<file path="config.mk">
export PLATFORM = sky130hd
export DESIGN_NAME = divider_setting_planner
export DESIGN_NICKNAME = d
export VERILOG_FILES = /design/src/logic/planner_pkg.sv /design/src/logic/div_if.sv /design/src/logic/long_divider.sv /design/src/logic/divider_regs.sv /design/src/logic/divider_setting_planner.sv
export SDC_FILE = /design/constraint.sdc
export NUM_CORES = 2
export LEC_CHECK = 0
export ABC_AREA = 0
export ABC_CLOCK_PERIOD_IN_PS = 41200
export BUFFER_PORTS_ARGS = -buffer_cell sky130_fd_sc_hd__buf_2
export CAP_MARGIN = 10
export CORE_MARGIN = 2
export CORE_UTILIZATION = 60
export DETAILED_ROUTE_END_ITERATION = 8
export HOLD_SLACK_MARGIN = 0.12
export PLACE_DENSITY = 0.88
export SLEW_MARGIN = 20
export SYNTH_ARGS = -nofsm -noshare
export SYNTH_HDL_FRONTEND = slang
export SYNTH_SLANG_ARGS = --single-unit
export TNS_END_PERCENT = 5
</file>
<file path="constraint.sdc">
create_clock -name ref_clk -period 41.2 [get_ports ref_clk]
set_input_delay 2.06 -clock ref_clk [delete_from_list [all_inputs] [get_ports ref_clk]]
set_output_delay 2.06 -clock ref_clk [all_outputs]
set_load 0.01 [all_outputs]
</file>
<file path="src/logic/planner_pkg.sv">
// Contract
// - Total division estimate is minimum oscillator over output.
// - Oscillator stays between 10.8000 and 12.1097 GHz.
// - Smallest power-of-two ratio; above one only if needed.
// - Power-of-two register holds exponent, ratio one is zero.
// - High-speed divider rounds up, never below minimum oscillator.
// - Ratio one, odd above 33 steps to even.
// - Oscillator is output times both dividers, window checked.
// - Feedback divider is oscillator over 55.05 MHz crystal.
// - Feedback divider is 11.32 fixed point, fraction truncated.
// - Output dividers are plain binary in 3/11-bit fields.
// - Register 24 packs exponent 6:4, high bits 2:0.
// - Register 24 bits 7 and 3 unused.
// - Register 23 low byte; 26-31 feedback bytes ascending.
// - High-speed 5-33 any, 34-2046 even only; the planner steps odd values to even at ratio one only.
// - Exponent codes 0-5 divide 1-32; 6,7 divide 32.
// - Feedback integer part stays within 60 to 2045.
package planner_pkg;

  localparam int          DIV_W        = 80;
  localparam int          DEN_W        = 48;
  localparam logic [47:0] FVCO_MIN_HZ  = 48'd10800000000;
  localparam logic [47:0] FVCO_MAX_HZ  = 48'd12109700000;
  localparam logic [47:0] XTAL_HZ      = 48'd55050000;
  localparam logic [47:0] HS_MAX       = 48'd2046;
  localparam logic [10:0] HS_MIN       = 11'd5;
  localparam logic [10:0] HS_ODD_MAX   = 11'd33;
  localparam logic [10:0] FB_INT_MIN   = 11'd60;
  localparam logic [10:0] FB_INT_MAX   = 11'd2045;
  localparam logic [2:0]  LS_EXP_MAX   = 3'h5;
  localparam logic [2:0]  LS_NONE      = 3'h7;
  localparam int          FRAC_BITS    = 32;
  localparam logic [6:0]  DIV_CYCLES   = 7'h50;

  localparam logic [7:0]  REG_HS_LOW   = 8'h17;
  localparam logic [7:0]  REG_PACKED   = 8'h18;
  localparam logic [7:0]  REG_FB0      = 8'h1a;
  localparam logic [7:0]  REG_FB1      = 8'h1b;
  localparam logic [7:0]  REG_FB2      = 8'h1c;
  localparam logic [7:0]  REG_FB3      = 8'h1d;
  localparam logic [7:0]  REG_FB4      = 8'h1e;
  localparam logic [7:0]  REG_FB5      = 8'h1f;
  localparam int          PACK_LS_LSB  = 4;
  localparam int          PACK_HS_LSB  = 0;
  localparam logic [10:0] HS_RESET     = 11'h054;
  localparam logic [2:0]  LS_RESET     = 3'h0;
  localparam logic [42:0] FB_RESET     = 43'h064_0000_0000;

  function automatic logic [47:0] ceil_shift(input logic [47:0] total, input logic [2:0] k);
    logic [47:0] mask;
    mask = (48'h1 << k) - 48'h1;
    return (total >> k) + {47'h0, |(total & mask)};
  endfunction : ceil_shift

  function automatic logic [5:0] ratio_of(input logic [2:0] code);
    return (code > LS_EXP_MAX) ? 6'h20 : 6'(6'h1 << code);
  endfunction : ratio_of

endpackage : planner_pkg

</file>
<file path="src/logic/div_if.sv">
`timescale 1ns/1ps
`default_nettype none
interface div_if;
  logic        start;
  logic [79:0] dividend;
  logic [47:0] divisor;
  logic        done;
  logic [79:0] quotient;
  logic [47:0] remainder;
  modport requester (output start, dividend, divisor, input done, quotient, remainder);
  modport engine    (input start, dividend, divisor, output done, quotient, remainder);
endinterface : div_if
`default_nettype wire

</file>
<file path="src/logic/long_divider.sv">
`timescale 1ns/1ps
`default_nettype none
module long_divider
  import planner_pkg::*;
(
  // Clock and reset
  input  wire logic  ref_clk,
  input  wire logic  rst,
  // Request and result
  div_if.engine      div
);

  logic [79:0] quo;
  logic [47:0] rem;
  logic [47:0] den;
  logic [6:0]  count;
  logic        running;
  logic        done_q;

  // One quotient bit per cycle; slow but small, the planner is not timing critical
  wire  [48:0] trial      = {rem, quo[79]};
  wire         fits       = trial >= {1'b0, den};
  wire  [48:0] trial_sub  = trial - {1'b0, den};
  wire  [47:0] next_rem   = fits ? trial_sub[47:0] : trial[47:0];

  always_ff @(posedge ref_clk) begin
    if (rst) begin
      quo     <= '0;
      rem     <= '0;
      den     <= '0;
      count   <= '0;
      running <= 1'b0;
      done_q  <= 1'b0;
    end else if (div.start) begin
      quo     <= div.dividend;
      rem     <= '0;
      den     <= div.divisor;
      count   <= DIV_CYCLES;
      running <= 1'b1;
      done_q  <= 1'b0;
    end else if (running) begin
      quo     <= {quo[78:0], fits};
      rem     <= next_rem;
      count   <= count - 7'h1;
      running <= count != 7'h1;
      done_q  <= count == 7'h1;
    end else begin
      done_q  <= 1'b0;
    end
  end

  assign div.done      = done_q;
  assign div.quotient  = quo;
  assign div.remainder = rem;

endmodule : long_divider
`default_nettype wire

</file>
<file path="src/logic/divider_regs.sv">
`timescale 1ns/1ps
`default_nettype none
module divider_regs
  import planner_pkg::*;
(
  // Clock and reset
  input  wire logic        ref_clk,
  input  wire logic        rst,
  // Register access
  input  wire logic        reg_wr,
  input  wire logic [7:0]  reg_addr,
  input  wire logic [7:0]  reg_wdata,
  output logic      [7:0]  reg_rdata,
  // Planner load
  input  wire logic        load,
  input  wire logic [10:0] load_hs,
  input  wire logic [2:0]  load_ls,
  input  wire logic [42:0] load_fb,
  // Current settings
  output logic      [10:0] hs,
  output logic      [2:0]  ls,
  output logic      [42:0] fb
);

  wire        wr_hs_low = reg_wr && reg_addr == REG_HS_LOW;
  wire        wr_packed = reg_wr && reg_addr == REG_PACKED;
  wire [5:0]  wr_fb     = {6{reg_wr}} & {reg_addr == REG_FB5, reg_addr == REG_FB4,
                                          reg_addr == REG_FB3, reg_addr == REG_FB2,
                                          reg_addr == REG_FB1, reg_addr == REG_FB0};
  // Unused bits of the packed byte and of the top feedback byte read zero
  wire [7:0]  packed_byte = {1'b0, ls, 1'b0, hs[10:8]};
  wire [7:0]  read_sel  = (reg_addr == REG_HS_LOW) ? hs[7:0] :
                          (reg_addr == REG_PACKED) ? packed_byte :
                          (reg_addr == REG_FB0)    ? fb[7:0] :
                          (reg_addr == REG_FB1)    ? fb[15:8] :
                          (reg_addr == REG_FB2)    ? fb[23:16] :
                          (reg_addr == REG_FB3)    ? fb[31:24] :
                          (reg_addr == REG_FB4)    ? fb[39:32] :
                          (reg_addr == REG_FB5)    ? {5'h00, fb[42:40]} : 8'h00;

  always_ff @(posedge ref_clk) begin
    if (rst) begin
      hs <= HS_RESET;
      ls <= LS_RESET;
      fb <= FB_RESET;
    end else if (load) begin
      hs <= load_hs;
      ls <= load_ls;
      fb <= load_fb;
    end else begin
      if (wr_hs_low) hs[7:0] <= reg_wdata;
      if (wr_packed) begin
        ls        <= reg_wdata[PACK_LS_LSB +: 3];
        hs[10:8]  <= reg_wdata[PACK_HS_LSB +: 3];
      end
      for (int i = 0; i < 5; i++) begin
        if (wr_fb[i]) fb[i*8 +: 8] <= reg_wdata;
      end
      if (wr_fb[5]) fb[42:40] <= reg_wdata[2:0];
    end
  end

  always_ff @(posedge ref_clk) begin
    if (rst) reg_rdata <= 8'h00;
    else     reg_rdata <= read_sel;
  end

endmodule : divider_regs
`default_nettype wire

</file>
<file path="src/logic/divider_setting_planner.sv">
`timescale 1ns/1ps
`default_nettype none
module divider_setting_planner
  import planner_pkg::*;
(
  // Clock and reset
  input  wire logic        ref_clk,
  input  wire logic        rst,
  // Frequency request
  input  wire logic        plan_start,
  input  wire logic [31:0] request_hz,
  // Planner status
  output logic             plan_busy,
  output logic             plan_done,
  output logic             plan_unachievable,
  // Register access
  input  wire logic        reg_wr,
  input  wire logic [7:0]  reg_addr,
  input  wire logic [7:0]  reg_wdata,
  output logic      [7:0]  reg_rdata,
  // Divider settings in force
  output logic      [10:0] high_speed_divider,
  output logic      [2:0]  power2_output_divider,
  output logic      [5:0]  power2_ratio,
  output logic      [10:0] feedback_integer_part,
  output logic      [31:0] feedback_fraction_part
);

  typedef enum logic [2:0] {
    ST_IDLE,
    ST_EST,
    ST_WAIT_EST,
    ST_PICK,
    ST_FB,
    ST_WAIT_FB,
    ST_CHECK
  } state_t;

  state_t      state;
  logic [31:0] fout_q;
  logic [47:0] total_q;
  logic [2:0]  ls_q;
  logic [10:0] hs_q;
  logic [47:0] vco_q;
  logic [42:0] fb_q;
  logic        load_q;
  logic [42:0] fb_now;

  div_if div ();

  long_divider u_div (
    .ref_clk (ref_clk),
    .rst     (rst),
    .div     (div.engine)
  );

  divider_regs u_regs (
    .ref_clk   (ref_clk),
    .rst       (rst),
    .reg_wr    (reg_wr),
    .reg_addr  (reg_addr),
    .reg_wdata (reg_wdata),
    .reg_rdata (reg_rdata),
    .load      (load_q),
    .load_hs   (hs_q),
    .load_ls   (ls_q),
    .load_fb   (fb_q),
    .hs        (high_speed_divider),
    .ls        (power2_output_divider),
    .fb        (fb_now)
  );

  assign feedback_integer_part  = fb_now[42:32];
  assign feedback_fraction_part = fb_now[31:0];

  ////////////////////////////////////////////////////////////////////////////////

  // Estimate uses the lowest oscillator so the plan sits at the low end
  wire         est_start   = state == ST_EST;
  wire         fb_start    = state == ST_FB;
  wire [47:0]  est_ceil    = div.quotient[47:0] + {47'h0, |div.remainder};

  // Search from the top so the smallest workable exponent wins
  function automatic logic [2:0] ls_search(input logic [47:0] total);
    logic [2:0] k;
    k = LS_NONE;
    for (int i = 5; i >= 0; i--) begin
      if (ceil_shift(total, 3'(i)) <= HS_MAX) k = 3'(i);
    end
    return k;
  endfunction : ls_search

  wire [2:0]   pick_ls     = ls_search(total_q);
  wire         pick_found  = pick_ls != LS_NONE;
  wire [47:0]  pick_base   = ceil_shift(total_q, pick_ls);
  wire [10:0]  hs_raw      = (pick_base[10:0] < HS_MIN) ? HS_MIN : pick_base[10:0];
  wire         hs_bad_odd  = pick_ls == 3'h0 && hs_raw > HS_ODD_MAX && hs_raw[0];
  wire [10:0]  hs_fix      = hs_bad_odd ? hs_raw + 11'h1 : hs_raw;
  wire [47:0]  vco_prod    = 48'({16'h0, fout_q} * {37'h0, hs_fix});
  wire [47:0]  vco_calc    = vco_prod << pick_ls;
  wire         vco_ok      = vco_calc >= FVCO_MIN_HZ && vco_calc <= FVCO_MAX_HZ;
  wire         pick_ok     = pick_found && vco_ok;

  // Quotient of the shifted oscillator is already 11.32, fraction truncated
  wire [42:0]  fb_calc     = div.quotient[42:0];
  wire         fb_fits     = div.quotient[79:43] == '0;
  wire [10:0]  fb_int      = fb_q[42:32];
  wire         fb_ok       = fb_int >= FB_INT_MIN && fb_int <= FB_INT_MAX;

  assign div.start    = est_start || fb_start;
  assign div.dividend = est_start ? {32'h0, FVCO_MIN_HZ} : {vco_q, 32'h0};
  assign div.divisor  = est_start ? {16'h0, fout_q} : XTAL_HZ;

  ////////////////////////////////////////////////////////////////////////////////

  always_ff @(posedge ref_clk) begin
    if (rst) begin
      state             <= ST_IDLE;
      fout_q            <= '0;
      total_q           <= '0;
      ls_q              <= '0;
      hs_q              <= '0;
      vco_q             <= '0;
      fb_q              <= '0;
      load_q            <= 1'b0;
      plan_busy         <= 1'b0;
      plan_done         <= 1'b0;
      plan_unachievable <= 1'b0;
    end else begin
      load_q    <= 1'b0;
      plan_done <= 1'b0;
      case (state)
        ST_IDLE: begin
          if (plan_start) begin
            fout_q            <= request_hz;
            plan_unachievable <= 1'b0;
            // A zero request has no divider at all
            if (request_hz == 32'h0) begin
              plan_done         <= 1'b1;
              plan_unachievable <= 1'b1;
            end else begin
              plan_busy <= 1'b1;
              state     <= ST_EST;
            end
          end
        end
        ST_EST: state <= ST_WAIT_EST;
        ST_WAIT_EST: begin
          if (div.done) begin
            total_q <= est_ceil;
            state   <= ST_PICK;
          end
        end
        ST_PICK: begin
          ls_q  <= pick_ls;
          hs_q  <= hs_fix;
          vco_q <= vco_calc;
          if (pick_ok) begin
            state <= ST_FB;
          end else begin
            plan_busy         <= 1'b0;
            plan_done         <= 1'b1;
            plan_unachievable <= 1'b1;
            state             <= ST_IDLE;
          end
        end
        ST_FB: state <= ST_WAIT_FB;
        ST_WAIT_FB: begin
          if (div.done) begin
            fb_q  <= fb_fits ? fb_calc : '1;
            state <= ST_CHECK;
          end
        end
        ST_CHECK: begin
          plan_busy         <= 1'b0;
          plan_done         <= 1'b1;
          plan_unachievable <= !fb_ok;
          load_q            <= fb_ok;
          state             <= ST_IDLE;
        end
        default: state <= ST_IDLE;
      endcase
    end
  end

  // Codes above five saturate at divide by 32
  always_ff @(posedge ref_clk) begin
    if (rst) power2_ratio <= 6'h01;
    else     power2_ratio <= ratio_of(power2_output_divider);
  end

  wire         plan_ok   = plan_done && !plan_unachievable;
  wire [79:0]  fb_lo     = 80'({37'h0, fb_q} * {32'h0, XTAL_HZ});
  wire [79:0]  fb_hi     = 80'({37'h0, fb_q + 43'h1} * {32'h0, XTAL_HZ});
  wire [79:0]  vco_shift = {vco_q, 32'h0};
  wire [79:0]  est_lo    = 80'({32'h0, total_q} * {48'h0, fout_q});
  wire [79:0]  est_below = 80'({32'h0, total_q - 48'h1} * {48'h0, fout_q});
  wire [47:0]  vco_check = 48'({16'h0, fout_q} * {37'h0, hs_q}) << ls_q;
  wire [47:0]  vco_below = 48'({16'h0, fout_q} * {37'h0, hs_q - 11'h1}) << ls_q;
endmodule : divider_setting_planner
`default_nettype wire

</file>
==> impl_metrics.ini <==
[place]
place_area_mm2 = 0.0392
dp_hpwl_mm = 93.7
port_buffers = 125
place.gp.congestion = 1.06
pre_cts_slack_ns = 22.93

[route]
drt_pass1_iterations = 9
drt-initial-drc-count = 4429
drt_wl_total_mm = 129
wl_per_cell_um = 22.9
ant_nets = 0
vias_per_cell = 6.63
vias = 37400
drc = 0

[cts]
post-cts-setup-buffers = 0
post_cts_resized = 0
cts-buffers-inserted = 47
cts.clk_slew.worst_paths_ns = 0.06
htreeDepth = 2
clock-root-buffer = clkbuf_16
cts_tree = built
clock_latency_ns = 0.63
clock-sinks = 432
postCtsHoldBufs = 0
clockBufferDepth = 3

[hold_path]
worstHoldStart = hs_q[5]
hp-class = reg -> reg

[cells_and_area]
fillers = 5186
post-route-util_pct = 64.9
syn_to_final_growth_pct = 6.96
drive_above_1_share_pct = 8.20
final_cell_area_mm2 = 0.0409
fin_nets = 5214

[grt]
grt_util_met1_pct = 48.0
busiest_layer = met2
grt_pass1_vias = 36400
grtUsageTotal_pct = 38.3
grt_use_met3_pct = 7.41
grt_first_pass_wirelength_mm = 202
grt_max_degree = 255
grt_remaining_overflow = 0
use_met2_pct = 61.2
antenna_found_initial = 1

[power]
p_leak_nw = 16.5
clkPwrFrac_pct = 36.8
netSwitchingPower_mw = 0.412
combPwrFrac_pct = 25.8
sw_frac_of_total_pct = 33.8
power.density_mw_per_mm2 = 29.9
p_seq_share_pct = 37.4
p_int_mw = 0.809
ir_worst_vdd_mv = 0.0309

[logic_synthesis]
synth_fp_nets = 5322
ys_async_sr_fraction_pct = 0
yosysWarnings = 0
yosys_most_used_dff = dfxtp_1
synthCells = 4864
synth.distinct_cells = 97
ys_seq_elements = 432
synth_area_mm2 = 0.0382
yosysSeqAreaShare_pct = 22.6
synth_enable_flop_cells = 0
avgSynthCellArea_um2 = 7.86

[sta]
fin_crit_sh_pct = 45.5
setup_viol = 0
tns_ns = 0
fmax_mhz = 53.4
layout_min_cycle_time_ns = 18.74
hold_ws_ns = 0.458
rsz0062_at_grt = no
drv_slew = 0
setup_ws_ns = 22.46
tightest_slew_ns = 1.13
finalHoldViolations = 0
slew_headroom_pct = 24.7
skew_ns = 0.0412

[worst_setup_path]
path_max_fanout = 57
r2r_start = total_q[11]
path_buf_inv = 5
slowest_stage = nor4_1
critical_path.startpoint = total_q[11]
max_stage_delay_ns = 1.06
cp-start-kind = flop
path_delay_family = simple AND/OR/NAND/NOR gates
crit_required_ns = 41.65
arrival_ns = 19.19
endpoint_kind = flop
critical_path_class = reg -> reg

[die]
die_x_um = 256
design.core.area_mm2 = 0.0630
ioPinCount = 126
initial_core_util_pct = 60.7
dieArea_mm2 = 0.0657
rows = 92
dieHeight_um = 256

[status]
status = finished, final reports clean

[flow_run]
max_cap_viol_count = 0
==> through the flow <==
stage               total power [mW]  instances
CTS                             1.21       5637
detailed placement             0.769       5552
floorplan                      0.692       4864
global route                    1.27       5639
finish                          1.22       5639
global placement               0.760       5552
==> synthesized netlist by cell type (12+ instances only) <==
| cell | instances | share of area (%) |
|---|---|---|
| o21ai_0 | 149 | 2.0 |
| o21bai_1 | 15 | 0.29 |
| clkbuf_1 | 283 | 2.8 |
| nor3_1 | 163 | 2.1 |
| nor2_1 | 524 | 5.1 |
| or3_1 | 37 | 0.61 |
| inv_1 | 286 | 2.8 |
| a21o_1 | 29 | 0.57 |
| nor2b_1 | 25 | 0.41 |
| mux2_2 | 32 | 0.94 |
| nand2b_1 | 24 | 0.39 |
| buf_1 | 35 | 0.34 |
| o22ai_1 | 27 | 0.44 |
| or2_2 | 19 | 0.31 |
| a22oi_1 | 62 | 1.2 |
| nor4b_1 | 12 | 0.28 |
| a311oi_1 | 24 | 0.55 |
| o211ai_1 | 24 | 0.47 |
| a211oi_1 | 117 | 2.3 |
| and2_1 | 215 | 3.5 |
| o21a_1 | 21 | 0.41 |
| or4_1 | 25 | 0.49 |
| buf_2 | 28 | 0.37 |
| a21oi_1 | 317 | 4.2 |
| nand2_1 | 557 | 5.5 |
| nand3_1 | 107 | 1.4 |
| ha_1 | 136 | 4.5 |
| xor2_1 | 92 | 2.1 |
| nand4_1 | 95 | 1.6 |
| mux2i_1 | 145 | 3.8 |
| nor3b_1 | 13 | 0.26 |
| dfxtp_1 | 432 | 23 |
| and4_1 | 27 | 0.62 |
| and3_1 | 41 | 0.67 |
| xnor2_1 | 129 | 3.0 |
| nor4_1 | 90 | 1.5 |
| fa_1 | 270 | 14 |
| a31oi_1 | 42 | 0.69 |
==> power groups by stage <==
stage / clock network (mW) / registers (mW) / logic (mW)
floorplan: 0 / 0.449 / 0.243
global placement: 0 / 0.464 / 0.296
detailed placement: 0 / 0.465 / 0.304
CTS: 0.450 / 0.456 / 0.308
global route: 0.467 / 0.458 / 0.345
finish: 0.450 / 0.457 / 0.315
==> flip-flops by register name (all words and copies together), names as in the netlist, 6 cells and up <==
register and cells:
u_regs.fb 43, fb_q 43, vco_q 48, fout_q 32, u_div.div.remainder 48, u_div.den 32, u_regs.reg_rdata 8, u_regs.hs 11
u_div.div.quotient 80, u_div.count 7, hs_q 11, total_q 48, power2_ratio 6
==> path summary, 6_finish.rpt <==
check	slack, ns	cells after the start	endpoint
worst max-delay path	22.46	61	plan_done
worst min-delay path	0.46	2	hs_q[5]
worst max register to register	22.46	61	plan_done
worst min register to register	0.46	2	hs_q[5]
==> area by class of cell <==
| class | instances | area (um^2) | area share, % |
|---|---|---|---|
| Antenna cell | 1 | 2.50 | 0.00612 |
| Clock buffer | 60 | 1260 | 3.09 |
| Clock inverter | 25 | 368 | 0.900 |
| Inverter | 289 | 1080 | 2.65 |
| Multi-Input combinational cell | 3789 | 27200 | 66.6 |
| Sequential cell | 432 | 8650 | 21.2 |
| Tap cell | 846 | 1060 | 2.59 |
| Timing Repair Buffer | 197 | 1210 | 2.96 |
==> cells by family after synthesis <==
group	count (synthesis)	synth area share, %
adder cells (fa/ha/maj)	407	18.6
AO/OA/AOI/OAI	964	16.4
AND/OR/NAND/NOR	2016	25.8
XOR/XNOR	221	5.07
flip-flops	432	22.6
multiplexers	181	4.95
buffers and inverters	643	6.51
==> routing by layer <==
layer  vias up  part of all wire (%)
li1      16700                     -
met1     17700                    38
met2      2366                    45
met3       597                    10
met4         0                   7.2
met5         -                     0
==> cell usage in the layout, fill, tap and decap left out, types with 21 or more instances in the layout <==
cell | netlist | layout
or4_1 | 25 | 25
nor3_1 | 163 | 162
nor2b_1 | 25 | 25
o21a_1 | 21 | 21
buf_4 | 6 | 70
clkbuf_16 | 0 | 47
ha_1 | 136 | 136
mux2i_1 | 145 | 144
and3_1 | 41 | 41
a31oi_1 | 42 | 42
inv_1 | 286 | 286
a211oi_1 | 117 | 117
or3_1 | 37 | 37
a21o_1 | 29 | 29
o22ai_1 | 27 | 27
a22oi_1 | 62 | 62
xor2_1 | 92 | 90
o211ai_1 | 24 | 24
nand2b_1 | 24 | 23
nor4_1 | 90 | 87
buf_2 | 28 | 124
xnor2_1 | 129 | 122
nand2_1 | 557 | 556
nand4_1 | 95 | 95
o21ai_0 | 149 | 149
a21oi_1 | 317 | 316
a311oi_1 | 24 | 24
dfxtp_1 | 432 | 430
fa_1 | 270 | 270
and4_1 | 27 | 27
nor2_1 | 524 | 517
mux2_2 | 32 | 32
nand3_1 | 107 | 107
and2_1 | 215 | 215
==> worst min-delay path: stages, from the launching register on <==
cell,delay [ns]
dfxtp_1,0.31
nand2_1,0.05
a21oi_1,0.05
(Power assumes the default switching activity.)
